--- src/uart_core_pkg.sv ---
// constants, state codes and operation overview for the uart line core
// Overview of operation
// - serial input shifted in, each finished character stored in 64-entry receive fifo unless it is full
// - with fifos off only entry zero is used; new characters overwrite unread ones
// - host bytes go to 64-entry transmit fifo, then shift register, then serial out
// - fifo control bit 0 enables or disables both fifos together
// - fifo control bit 1 written high empties receive fifo; self clearing
// - fifo control bit 2 written high empties transmit fifo; self clearing
// - fifo control bit 3 picks dma signalling mode 0 or 1
// - fifo control bits 5:4 pick transmit trigger 8, 16, 32 or 56 spaces
// - fifo control bits 7:6 pick receive trigger 8, 16, 56 or 60 characters
// - transmit trigger field written and used only while enhanced bit 4 set
// - line control bits 1:0 pick 5 to 8 data bits both ways
// - line control bit 2 picks one stop bit, or 1.5 / 2 stop bits
// - line control bit 3 adds parity on send and checks it on receive
// - bit 4 picks odd or even; bit 5 forces parity to inverse of bit 4
// - line control bit 6 holds serial output low as a break
// - line control bit 7 maps shared addresses to divisor latch bytes
// - status bit 0 shows data present; bit 1 shows receive overrun happened
// - status bits 4:2 show break, framing, parity flags of head character
// - status bit 5 shows transmit fifo empty; bit 6 adds shift register empty
// - status bit 7 high while any stored character carries an error flag
// - status read leaves receive read pointer alone; data read advances it
// - enhanced feature register reachable only while line control holds 8'hbf
package uart_core_pkg;
  localparam int unsigned FIFO_AW     = 6;
  localparam logic [6:0]  FIFO_DEPTH  = 7'h40;
  localparam logic [2:0]  IDX_DATA    = 3'h0;
  localparam logic [2:0]  IDX_DLH     = 3'h1;
  localparam logic [2:0]  IDX_FCR     = 3'h2;
  localparam logic [2:0]  IDX_LCR     = 3'h3;
  localparam logic [2:0]  IDX_LSR     = 3'h5;
  localparam int unsigned FCR_EN      = 0;
  localparam int unsigned FCR_RXCLR   = 1;
  localparam int unsigned FCR_TXCLR   = 2;
  localparam int unsigned FCR_DMA     = 3;
  localparam int unsigned LCR_STOP    = 2;
  localparam int unsigned LCR_PEN     = 3;
  localparam int unsigned LCR_EVEN    = 4;
  localparam int unsigned LCR_STICK   = 5;
  localparam int unsigned LCR_BREAK   = 6;
  localparam int unsigned LCR_DLAB    = 7;
  localparam int unsigned EFR_ENH     = 4;
  localparam logic [7:0]  LCR_EFR_KEY = 8'hbf;
  localparam logic [7:0]  LCR_RST     = 8'h00;
  localparam logic [15:0] DIV_RST     = 16'h0001;
  localparam logic [5:0]  BIT_LAST    = 6'h0f;
  localparam logic [5:0]  HALF_LAST   = 6'h07;
  localparam logic [5:0]  STOP15_LAST = 6'h17;
  localparam logic [5:0]  STOP2_LAST  = 6'h1f;
  localparam logic [3:0][6:0] TX_TRIG = {7'h38, 7'h20, 7'h10, 7'h08};
  localparam logic [3:0][6:0] RX_TRIG = {7'h3c, 7'h38, 7'h10, 7'h08};
  typedef enum logic [4:0] {
    ST_IDLE  = 5'h01,
    ST_START = 5'h02,
    ST_DATA  = 5'h04,
    ST_PAR   = 5'h08,
    ST_STOP  = 5'h10
  } ser_state_e;
endpackage

--- src/uart_fifo_line_core.sv ---
// uart channel: apb registers, 64-entry fifos, serial transmitter and receiver
module uart_fifo_line_core (
  input  wire logic        pclk,
  input  wire logic        presetn,
  input  wire logic        psel,
  input  wire logic        penable,
  input  wire logic        pwrite,
  input  wire logic [7:0]  paddr,
  input  wire logic [31:0] pwdata,
  output logic      [31:0] prdata,
  output logic             pready,
  output logic             pslverr,
  input  wire logic        rxd,
  output logic             txd,
  output logic             rx_dma_req,
  output logic             tx_dma_req
);
  typedef struct packed {
    logic                      rx_s1;
    logic                      rx_s2;
    logic                      rx_prev;
    logic                      pready;
    logic                      pslverr;
    logic [7:0]                prdata;
    logic                      fifo_en;
    logic                      dma_mode;
    logic [1:0]                tx_trig;
    logic [1:0]                rx_trig;
    logic [7:0]                line_control;
    logic [7:0]                enhanced_feature_register;
    logic [15:0]               divisor;
    logic [15:0]               baud_cnt;
    logic                      tick;
    logic [5:0]                rx_wp;
    logic [5:0]                rx_rp;
    logic [6:0]                rx_cnt;
    logic [6:0]                err_cnt;
    logic                      overrun;
    logic [5:0]                tx_wp;
    logic [5:0]                tx_rp;
    logic [6:0]                tx_cnt;
    uart_core_pkg::ser_state_e tx_st;
    logic [5:0]                tx_tk;
    logic [2:0]                tx_bit;
    logic [7:0]                tx_sh;
    logic                      tx_pbit;
    logic                      txd;
    uart_core_pkg::ser_state_e rx_st;
    logic [5:0]                rx_tk;
    logic [2:0]                rx_bit;
    logic [7:0]                rx_sh;
    logic                      rx_pbit;
    logic                      rx_dma;
    logic                      tx_dma;
  } state_s;

  state_s      q;
  state_s      d;
  logic [2:0]  idx;
  logic        addr_ok;
  logic        acc_first;
  logic        wr_done;
  logic        rd_done;
  logic        efr_sel;
  logic        dlab;
  logic        lsr_rd;
  logic        rhr_rd;
  logic        thr_wr;
  logic        fcr_wr;
  logic        efr_wr;
  logic [2:0]  wl_m1;
  logic [7:0]  wl_mask;
  logic [5:0]  stop_last;
  logic [2:0]  head_flags;
  logic [7:0]  lsr_val;
  logic [7:0]  rd_val;
  logic [10:0] rx_q;
  logic [7:0]  tx_q;
  logic        rx_we;
  logic [10:0] rx_wdata;
  logic        tx_we;
  logic        rx_push;
  logic        rx_pop;
  logic        rx_full;
  logic        rx_new;
  logic        rx_over;
  logic        tx_pop;
  logic        tx_full;
  logic        tx_new;
  logic        clr_rx;
  logic        clr_tx;
  logic [7:0]  rx_char;
  logic [2:0]  rx_flags;
  logic [6:0]  rx_lim;
  logic [1:0]  tx_trig_eff;

  assign idx       = paddr[4:2];
  assign addr_ok   = (paddr[7:5] == 3'h0) && (paddr[1:0] == 2'h0);
  assign acc_first = psel & penable & ~q.pready;
  assign wr_done   = psel & penable & q.pready & pwrite & addr_ok;
  assign rd_done   = psel & penable & q.pready & ~pwrite & addr_ok;
  assign efr_sel   = q.line_control == uart_core_pkg::LCR_EFR_KEY;
  assign dlab      = q.line_control[uart_core_pkg::LCR_DLAB];
  assign lsr_rd    = rd_done & (idx == uart_core_pkg::IDX_LSR);
  assign rhr_rd    = rd_done & (idx == uart_core_pkg::IDX_DATA) & ~dlab;
  assign thr_wr    = wr_done & (idx == uart_core_pkg::IDX_DATA) & ~dlab;
  assign fcr_wr    = wr_done & (idx == uart_core_pkg::IDX_FCR) & ~efr_sel;
  assign efr_wr    = wr_done & (idx == uart_core_pkg::IDX_FCR) & efr_sel;
  assign wl_m1     = 3'h4 + {1'b0, q.line_control[1:0]};
  assign wl_mask   = 8'hff >> (2'h3 - q.line_control[1:0]);
  assign stop_last = !q.line_control[uart_core_pkg::LCR_STOP] ? uart_core_pkg::BIT_LAST :
                     (q.line_control[1:0] == 2'h0) ? uart_core_pkg::STOP15_LAST : uart_core_pkg::STOP2_LAST;
  assign head_flags = (q.rx_cnt != 7'h00) ? rx_q[10:8] : 3'h0;
  assign lsr_val   = {q.err_cnt != 7'h00,
                      (q.tx_cnt == 7'h00) && (q.tx_st == uart_core_pkg::ST_IDLE),
                      q.tx_cnt == 7'h00, head_flags, q.overrun, q.rx_cnt != 7'h00};
  assign rx_lim    = q.fifo_en ? uart_core_pkg::FIFO_DEPTH : 7'h01;
  assign rx_char   = q.rx_sh >> (2'h3 - q.line_control[1:0]);
  assign tx_trig_eff = q.enhanced_feature_register[uart_core_pkg::EFR_ENH] ? q.tx_trig : 2'h0;

  function automatic logic par_of(input logic [7:0] v, input logic [7:0] lc);
    par_of = lc[uart_core_pkg::LCR_STICK] ? ~lc[uart_core_pkg::LCR_EVEN] :
             (^v) ^ ~lc[uart_core_pkg::LCR_EVEN];
  endfunction

  always_comb begin
    case (idx)
      uart_core_pkg::IDX_DATA: rd_val = dlab ? q.divisor[7:0] : rx_q[7:0];
      uart_core_pkg::IDX_DLH:  rd_val = dlab ? q.divisor[15:8] : 8'h00;
      uart_core_pkg::IDX_FCR:  rd_val = efr_sel ? q.enhanced_feature_register : 8'h00;
      uart_core_pkg::IDX_LCR:  rd_val = q.line_control;
      uart_core_pkg::IDX_LSR:  rd_val = lsr_val;
      default:                 rd_val = 8'h00;
    endcase
  end

  always_comb begin
    d = q;
    d.tick = 1'b0;
    rx_push = 1'b0;
    tx_pop = 1'b0;
    rx_flags = 3'h0;
    clr_rx = 1'b0;
    clr_tx = 1'b0;
    // bus slave, one wait state
    d.pready = acc_first;
    d.pslverr = acc_first & ~addr_ok;
    d.prdata = (acc_first && !pwrite && addr_ok) ? rd_val : 8'h00;
    // rx pin synchroniser
    d.rx_s1 = rxd;
    d.rx_s2 = q.rx_s1;
    d.rx_prev = q.rx_s2;
    // register writes
    if (wr_done && idx == uart_core_pkg::IDX_LCR) begin
      d.line_control = pwdata[7:0];
    end
    if (efr_wr) begin
      d.enhanced_feature_register = pwdata[7:0];
    end
    if (wr_done && dlab && idx == uart_core_pkg::IDX_DATA) begin
      d.divisor[7:0] = pwdata[7:0];
    end
    if (wr_done && dlab && idx == uart_core_pkg::IDX_DLH) begin
      d.divisor[15:8] = pwdata[7:0];
    end
    if (fcr_wr) begin
      d.fifo_en = pwdata[uart_core_pkg::FCR_EN];
      d.dma_mode = pwdata[uart_core_pkg::FCR_DMA];
      d.rx_trig = pwdata[7:6];
      if (q.enhanced_feature_register[uart_core_pkg::EFR_ENH]) begin
        d.tx_trig = pwdata[5:4];
      end
      clr_rx = pwdata[uart_core_pkg::FCR_RXCLR] | (pwdata[uart_core_pkg::FCR_EN] != q.fifo_en);
      clr_tx = pwdata[uart_core_pkg::FCR_TXCLR] | (pwdata[uart_core_pkg::FCR_EN] != q.fifo_en);
    end
    // 16x baud tick
    if (q.baud_cnt == 16'h0000) begin
      d.baud_cnt = (q.divisor == 16'h0000) ? 16'h0000 : q.divisor - 16'h0001;
      d.tick = 1'b1;
    end else begin
      d.baud_cnt = q.baud_cnt - 16'h0001;
    end
    // transmitter
    case (q.tx_st)
      uart_core_pkg::ST_IDLE: begin
        if (q.tick && q.tx_cnt != 7'h00) begin
          tx_pop = 1'b1;
          d.tx_sh = tx_q & wl_mask;
          d.tx_pbit = par_of(tx_q & wl_mask, q.line_control);
          d.tx_st = uart_core_pkg::ST_START;
          d.tx_tk = 6'h00;
        end
      end
      uart_core_pkg::ST_START: begin
        if (q.tick) begin
          d.tx_tk = q.tx_tk + 6'h01;
          if (q.tx_tk == uart_core_pkg::BIT_LAST) begin
            d.tx_tk = 6'h00;
            d.tx_bit = 3'h0;
            d.tx_st = uart_core_pkg::ST_DATA;
          end
        end
      end
      uart_core_pkg::ST_DATA: begin
        if (q.tick) begin
          d.tx_tk = q.tx_tk + 6'h01;
          if (q.tx_tk == uart_core_pkg::BIT_LAST) begin
            d.tx_tk = 6'h00;
            d.tx_sh = q.tx_sh >> 1;
            d.tx_bit = q.tx_bit + 3'h1;
            if (q.tx_bit == wl_m1) begin
              d.tx_st = q.line_control[uart_core_pkg::LCR_PEN] ? uart_core_pkg::ST_PAR : uart_core_pkg::ST_STOP;
            end
          end
        end
      end
      uart_core_pkg::ST_PAR: begin
        if (q.tick) begin
          d.tx_tk = q.tx_tk + 6'h01;
          if (q.tx_tk == uart_core_pkg::BIT_LAST) begin
            d.tx_tk = 6'h00;
            d.tx_st = uart_core_pkg::ST_STOP;
          end
        end
      end
      uart_core_pkg::ST_STOP: begin
        if (q.tick) begin
          d.tx_tk = q.tx_tk + 6'h01;
          if (q.tx_tk == stop_last) begin
            d.tx_st = uart_core_pkg::ST_IDLE;
          end
        end
      end
      default: d.tx_st = uart_core_pkg::ST_IDLE;
    endcase
    case (d.tx_st)
      uart_core_pkg::ST_START: d.txd = 1'b0;
      uart_core_pkg::ST_DATA:  d.txd = d.tx_sh[0];
      uart_core_pkg::ST_PAR:   d.txd = d.tx_pbit;
      default:                 d.txd = 1'b1;
    endcase
    if (q.line_control[uart_core_pkg::LCR_BREAK]) begin
      d.txd = 1'b0;
    end
    // receiver
    case (q.rx_st)
      uart_core_pkg::ST_IDLE: begin
        if (q.rx_prev && !q.rx_s2) begin
          d.rx_st = uart_core_pkg::ST_START;
          d.rx_tk = 6'h00;
        end
      end
      uart_core_pkg::ST_START: begin
        if (q.tick) begin
          d.rx_tk = q.rx_tk + 6'h01;
          if (q.rx_tk == uart_core_pkg::HALF_LAST) begin
            d.rx_tk = 6'h00;
            d.rx_bit = 3'h0;
            d.rx_sh = 8'h00;
            d.rx_st = q.rx_s2 ? uart_core_pkg::ST_IDLE : uart_core_pkg::ST_DATA;
          end
        end
      end
      uart_core_pkg::ST_DATA: begin
        if (q.tick) begin
          d.rx_tk = q.rx_tk + 6'h01;
          if (q.rx_tk == uart_core_pkg::BIT_LAST) begin
            d.rx_tk = 6'h00;
            d.rx_sh = {q.rx_s2, q.rx_sh[7:1]};
            d.rx_bit = q.rx_bit + 3'h1;
            if (q.rx_bit == wl_m1) begin
              d.rx_st = q.line_control[uart_core_pkg::LCR_PEN] ? uart_core_pkg::ST_PAR : uart_core_pkg::ST_STOP;
            end
          end
        end
      end
      uart_core_pkg::ST_PAR: begin
        if (q.tick) begin
          d.rx_tk = q.rx_tk + 6'h01;
          if (q.rx_tk == uart_core_pkg::BIT_LAST) begin
            d.rx_tk = 6'h00;
            d.rx_pbit = q.rx_s2;
            d.rx_st = uart_core_pkg::ST_STOP;
          end
        end
      end
      uart_core_pkg::ST_STOP: begin
        if (q.tick) begin
          d.rx_tk = q.rx_tk + 6'h01;
          if (q.rx_tk == uart_core_pkg::BIT_LAST) begin
            rx_push = 1'b1;
            rx_flags[1] = ~q.rx_s2;
            rx_flags[0] = q.line_control[uart_core_pkg::LCR_PEN] & (q.rx_pbit != par_of(rx_char, q.line_control));
            rx_flags[2] = ~q.rx_s2 && rx_char == 8'h00 && !(q.line_control[uart_core_pkg::LCR_PEN] && q.rx_pbit);
            d.rx_st = uart_core_pkg::ST_IDLE;
          end
        end
      end
      default: d.rx_st = uart_core_pkg::ST_IDLE;
    endcase
    // receive fifo
    rx_pop = rhr_rd && q.rx_cnt != 7'h00;
    rx_full = (q.rx_cnt >= rx_lim) && !rx_pop;
    rx_new = rx_push && !rx_full;
    rx_over = rx_push && rx_full && !q.fifo_en;
    rx_we = rx_new | rx_over;
    rx_wdata = {rx_flags, rx_char};
    if (rx_new) begin
      d.rx_wp = q.fifo_en ? q.rx_wp + 6'h01 : 6'h00;
    end
    if (rx_pop) begin
      d.rx_rp = q.fifo_en ? q.rx_rp + 6'h01 : 6'h00;
    end
    d.rx_cnt = q.rx_cnt + {6'h00, rx_new} - {6'h00, rx_pop};
    d.err_cnt = q.err_cnt + {6'h00, rx_we && rx_flags != 3'h0}
                - {6'h00, (rx_pop || rx_over) && rx_q[10:8] != 3'h0};
    d.overrun = (q.overrun & ~lsr_rd) | (rx_push & rx_full);
    if (clr_rx) begin
      d.rx_wp = 6'h00;
      d.rx_rp = 6'h00;
      d.rx_cnt = 7'h00;
      d.err_cnt = 7'h00;
    end
    // transmit fifo
    tx_full = (q.tx_cnt >= rx_lim) && !tx_pop;
    tx_new = thr_wr && !tx_full;
    tx_we = tx_new | (thr_wr && !q.fifo_en);
    if (tx_new) begin
      d.tx_wp = q.fifo_en ? q.tx_wp + 6'h01 : 6'h00;
    end
    if (tx_pop) begin
      d.tx_rp = q.fifo_en ? q.tx_rp + 6'h01 : 6'h00;
    end
    d.tx_cnt = q.tx_cnt + {6'h00, tx_new} - {6'h00, tx_pop};
    if (clr_tx) begin
      d.tx_wp = 6'h00;
      d.tx_rp = 6'h00;
      d.tx_cnt = 7'h00;
    end
    // dma request levels
    if (q.dma_mode && q.fifo_en) begin
      d.rx_dma = q.rx_cnt >= uart_core_pkg::RX_TRIG[q.rx_trig];
      d.tx_dma = (uart_core_pkg::FIFO_DEPTH - q.tx_cnt) >= uart_core_pkg::TX_TRIG[tx_trig_eff];
    end else begin
      d.rx_dma = q.rx_cnt != 7'h00;
      d.tx_dma = q.tx_cnt == 7'h00;
    end
  end

  always_ff @(posedge pclk or negedge presetn) begin
    if (!presetn) begin
      q <= '0;
      q.rx_s1 <= 1'b1;
      q.rx_s2 <= 1'b1;
      q.rx_prev <= 1'b1;
      q.txd <= 1'b1;
      q.tx_st <= uart_core_pkg::ST_IDLE;
      q.rx_st <= uart_core_pkg::ST_IDLE;
      q.line_control <= uart_core_pkg::LCR_RST;
      q.divisor <= uart_core_pkg::DIV_RST;
    end else begin
      q <= d;
    end
  end

  uart_fifo_ram #(.W(11)) rx_ram (
    .pclk    (pclk),
    .presetn (presetn),
    .we      (rx_we),
    .waddr   (q.rx_wp),
    .wdata   (rx_wdata),
    .raddr   (d.rx_rp),
    .rdata   (rx_q)
  );

  uart_fifo_ram #(.W(8)) tx_ram (
    .pclk    (pclk),
    .presetn (presetn),
    .we      (tx_we),
    .waddr   (q.tx_wp),
    .wdata   (pwdata[7:0]),
    .raddr   (d.tx_rp),
    .rdata   (tx_q)
  );

  assign prdata     = {24'h000000, q.prdata};
  assign pready     = q.pready;
  assign pslverr    = q.pslverr;
  assign txd        = q.txd;
  assign rx_dma_req = q.rx_dma;
  assign tx_dma_req = q.tx_dma;
endmodule

--- src/uart_fifo_ram.sv ---
// fifo storage with registered read data and write-through
module uart_fifo_ram #(
  parameter int unsigned W = 8
) (
  input  wire logic                                pclk,
  input  wire logic                                presetn,
  input  wire logic                                we,
  input  wire logic [uart_core_pkg::FIFO_AW-1:0]   waddr,
  input  wire logic [W-1:0]                        wdata,
  input  wire logic [uart_core_pkg::FIFO_AW-1:0]   raddr,
  output logic      [W-1:0]                        rdata
);
  typedef struct packed {
    logic [(1 << uart_core_pkg::FIFO_AW)-1:0][W-1:0] mem;
    logic [W-1:0]                                    rd;
  } ram_s;

  ram_s q;
  ram_s d;

  always_comb begin
    d = q;
    if (we) begin
      d.mem[waddr] = wdata;
    end
    d.rd = (we && waddr == raddr) ? wdata : q.mem[raddr];
  end

  always_ff @(posedge pclk or negedge presetn) begin
    if (!presetn) begin
      q <= '0;
    end else begin
      q <= d;
    end
  end

  assign rdata = q.rd;
endmodule

--- config.mk ---
export PLATFORM = sky130hd
export DESIGN_NAME = uart_fifo_line_core
export DESIGN_NICKNAME = d
export VERILOG_FILES = /design/src/uart_core_pkg.sv /design/src/uart_fifo_line_core.sv /design/src/uart_fifo_ram.sv
export SDC_FILE = /design/constraint.sdc
export NUM_CORES = 2
export LEC_CHECK = 0
export BUFFER_PORTS_ARGS = -buffer_cell sky130_fd_sc_hd__buf_2
export CELL_PAD_IN_SITES_DETAIL_PLACEMENT = 1
export CELL_PAD_IN_SITES_GLOBAL_PLACEMENT = 1
export CORE_MARGIN = 5
export CORE_UTILIZATION = 54
export CTS_BUF_LIST = sky130_fd_sc_hd__clkbuf_4 sky130_fd_sc_hd__clkbuf_8 sky130_fd_sc_hd__clkbuf_16
export DETAILED_ROUTE_END_ITERATION = 12
export PLACE_DENSITY = 0.87
export SETUP_SLACK_MARGIN = 0.05
export SLEW_MARGIN = 20
export SYNTH_ARGS = -nofsm -noshare
export SYNTH_HDL_FRONTEND = slang
export SYNTH_SLANG_ARGS = --single-unit
--- constraint.sdc ---
create_clock -name pclk -period 8.2 [get_ports pclk]
set_input_delay 1.64 -clock pclk [delete_from_list [all_inputs] [get_ports pclk]]
set_output_delay 1.64 -clock pclk [all_outputs]
set_load 0.05 [all_outputs]
==> impl_metrics.tcl <==
set metrics [dict create \
    status "complete, no violations" \
    slew_violations 0 \
    ys_seq_area_share_pct 51.0 \
    syn_area_mm2 0.0686 \
    vias 60600 \
    cts_root_buf "clkbuf_16" \
    via_per_inst 7.11 \
    num_rows 130 \
    area_growth_pct 9.46 \
    critPathBufInv 4 \
    fin_util_pct 59.7 \
    fin_worst_skew_ps 35.3 \
    arrival_ps 6930 \
    dp_slack_ps 1680 \
    pwr_density_cell_mw_per_mm2 213 \
    dp_hpwl_um 151000 \
    leakagePower_nw 33.0 \
    peakVddDrop_mv 0.268 \
    final_cell_count_no_fill 8527 \
    start_util_pct 54.5 \
    dp_cells 8241 \
    ys.warnings.count 0 \
    synth_area_per_cell_um2 9.75 \
    synth_top_area_share_pct 50.7 \
    hold_start "d[161]" \
    grt_max_degree 180 \
    numCtsBuffers 151 \
    hold_class "reg2reg" \
    ys_types 90 \
    grt_pass1_wl_um 399000 \
    p_sw_mw 4.23 \
    min_path_cells 0 \
    combPwrFrac_pct 9.3 \
    endpoint_kind "register" \
    postCtsSetupBuffers 0 \
    groute.usage.overall_pct 38.3 \
    cts_max_level 4 \
    r2r_cells 13 \
    drt-initial-drc-count 7102 \
    ctsResizeCount 0 \
    crit_path_cell_trace "buf_2, or4_4, or2_0, buf_4, or4_4, nand2_1, clkinv_2, buf_4, o221ai_1, nand2_1, o21ai_0, o32ai_1, a32oi_1, a21oi_1" \
    detail-route-antenna-nets 0 \
    fmax_mhz 159 \
    crit_slowest_cell "or4_4" \
    dpl_cell_area_mm2 0.0698 \
    holdBufCountCts 0 \
    clock_latency_ps 810 \
    finalSetupViolCount 0 \
    worstReg2RegStart "q[95]" \
    routed_wl_um 264000 \
    path_delay_family "simple AND/OR/NAND/NOR gates" \
    drcViolationCount 0 \
    core_area_mm2 0.126 \
    antenna_found_initial 22 \
    fin_area_mm2 0.0751 \
    holdPathEnd "d[160]" \
    cts.path.max_buffers 3 \
    grt.overflow.total 0 \
    layout_commonest_cell "dfrtp_1" \
    cts_tree "built" \
    ios 83 \
    synth_async_sr_flop_share_pct 100 \
    die_w_um 367 \
    fin_ws_ps 1920 \
    final_layout_size_suffix_gt1_share_pct 15.9 \
    rsz0062_at_grt "no" \
    required_ps 8840 \
    synth_cells 7042 \
    grt_pass1_vias 64300 \
    min_period_ps 6280 \
    synthFlopType "dfrtp_1" \
    finalPower_mw 16.0 \
    tightest_slew_ps 1300 \
    seq_power_share_pct 44.5 \
    drt_first_pass_iters 6 \
    place_congestion 0.940 \
    die_h_um 367 \
    startpoint_type "primary input" \
    ys_top_cells_by_area "dfrtp_1 (51%), mux2_2 (9.2%), nand2_1 (7.3%)" \
    period_share_pct 76.6 \
    io_buffers 34 \
    hold_viol 0 \
    clock_sinks 1398 \
    synth-seq-cells 1398 \
    final_cell_mix "dfrtp_1 (1390), nand2_1 (1328), o21ai_0 (868)" \
    path_class "in2reg" \
    critPathMaxStageDelay_ps 840 \
    nets 6851 \
    synth_edf_count 0 \
    dieArea_mm2 0.134 \
    p_clk_share_pct 46.2 \
    ff2ff_setup_slack_ps 2020 \
    wl_per_cell_um 30.9 \
    whs_ps 360 \
    crit_fanout 43 \
    setup_tns_ps 0 \
    clkTransAtPathRegs_ps 60 \
    sw_frac_of_total_pct 26.4 \
    slew_headroom_pct 12.8 \
    rr_endpoint "tx_ram.rdata[4]" \
    intPower_mw 11.8 \
    synth_top_cell_by_area "dfrtp_1" \
    maxCapViolCount 0 \
]
-- power by group through the flow --
stage	clock (mW)	combinational, mW	sequential, mW
2_1_floorplan	0	0.865	7.22
3_3_place_gp	0	1.29	7.24
3_5_place_dp	0	1.38	7.25
4_1_cts	7.41	1.46	7.13
5_1_grt	7.74	1.59	7.14
6_report	7.40	1.49	7.14
-- area by class of cell --
type                    instances  area [um2]
clock inverters                55         722
clock buffers                 219        4580
fillers                     13400       50800
flip-flops and latches       1398       35000
repair buffers                172        1370
well taps                    1650        2060
inverters                      66         262
diodes                         12        30.0
multi-input cells            4955       31100
-- state kept, by name, indices dropped and copies added, names as in the netlist --
signal and count:
d 2, prdata 8, pslverr 1, q 146, lsr_val 1, tx_ram.q 512, rx_ram.rdata 11, pready 1
tx_ram.rdata 8, rx_ram.q 704, dlab 1, tx_dma_req 1, txd 1, rx_dma_req 1
-- worst max-delay path by stage --
stage | from | to | slack [ps] | cells after the start
floorplan | paddr[2] | q[75] | 2710 | 19
global placement | paddr[1] | tx_ram.rdata[5] | 1830 | 14
detailed placement | paddr[1] | tx_ram.rdata[5] | 1680 | 14
CTS | paddr[1] | tx_ram.rdata[5] | 2380 | 14
global route | paddr[1] | tx_ram.rdata[6] | 1930 | 14
finish | paddr[1] | tx_ram.rdata[6] | 1920 | 14
-- cells by family after synthesis --
group                      after synthesis  share of synthesized area, %
muxes                                  673                          10.8
adders and majority gates               61                          1.14
other                                    1                       0.00546
and+or+nand+nor                       2065                          12.9
AOI/OAI and AO/OA                     2052                          18.9
buffers and inverters                  712                          4.16
xor gates and xnor gates                80                          1.02
DFF                                   1398                          51.0
-- Yosys cell counts (16+ instances only) --
library cell / count
a211oi_1: 138
a21oi_1: 228
a221o_1: 28
a221oi_1: 80
a22o_1: 43
a22oi_1: 190
a31oi_1: 62
a32oi_1: 31
and2_1: 20
and3_1: 55
buf_1: 62
buf_2: 37
buf_4: 32
clkbuf_1: 513
dfrtp_1: 1391
ha_1: 58
inv_1: 60
mux2_2: 563
mux2i_1: 110
nand2_1: 1332
nand3_1: 200
nand4_1: 23
nor2_1: 231
nor3_1: 66
nor4_1: 26
o211ai_1: 48
o21ai_0: 872
o21ai_1: 21
o221ai_1: 93
o22ai_1: 64
o31ai_1: 16
xnor2_1: 56
xor2_1: 24
-- worst reg2reg max path, cell delays in order, from the launching register on --
cell      delay [ps]
dfrtp_1          770
nor2b_1          480
o211a_1          220
buf_4            400
mux2i_1          580
nand2_1          700
clkinv_2         440
buf_4            560
o221ai_1         310
a21oi_1          340
nor2_1           170
o21ai_0          610
nand3_1          260
o211ai_1         220
-- routing by layer --
metal | GRT usage [%] | wire length, um | part of all wire (%) | up-vias
li1 | - | - | - | 24700
met1 | 45.4 | 95400 | 36 | 30900
met2 | 60.1 | 121000 | 46 | 3721
met3 | 9.20 | 23800 | 9.0 | 1298
met4 | 29.8 | 23400 | 8.9 | 8
met5 | 0 | 51 | 0.019 | -
Power figures use the tool's default switching activity.
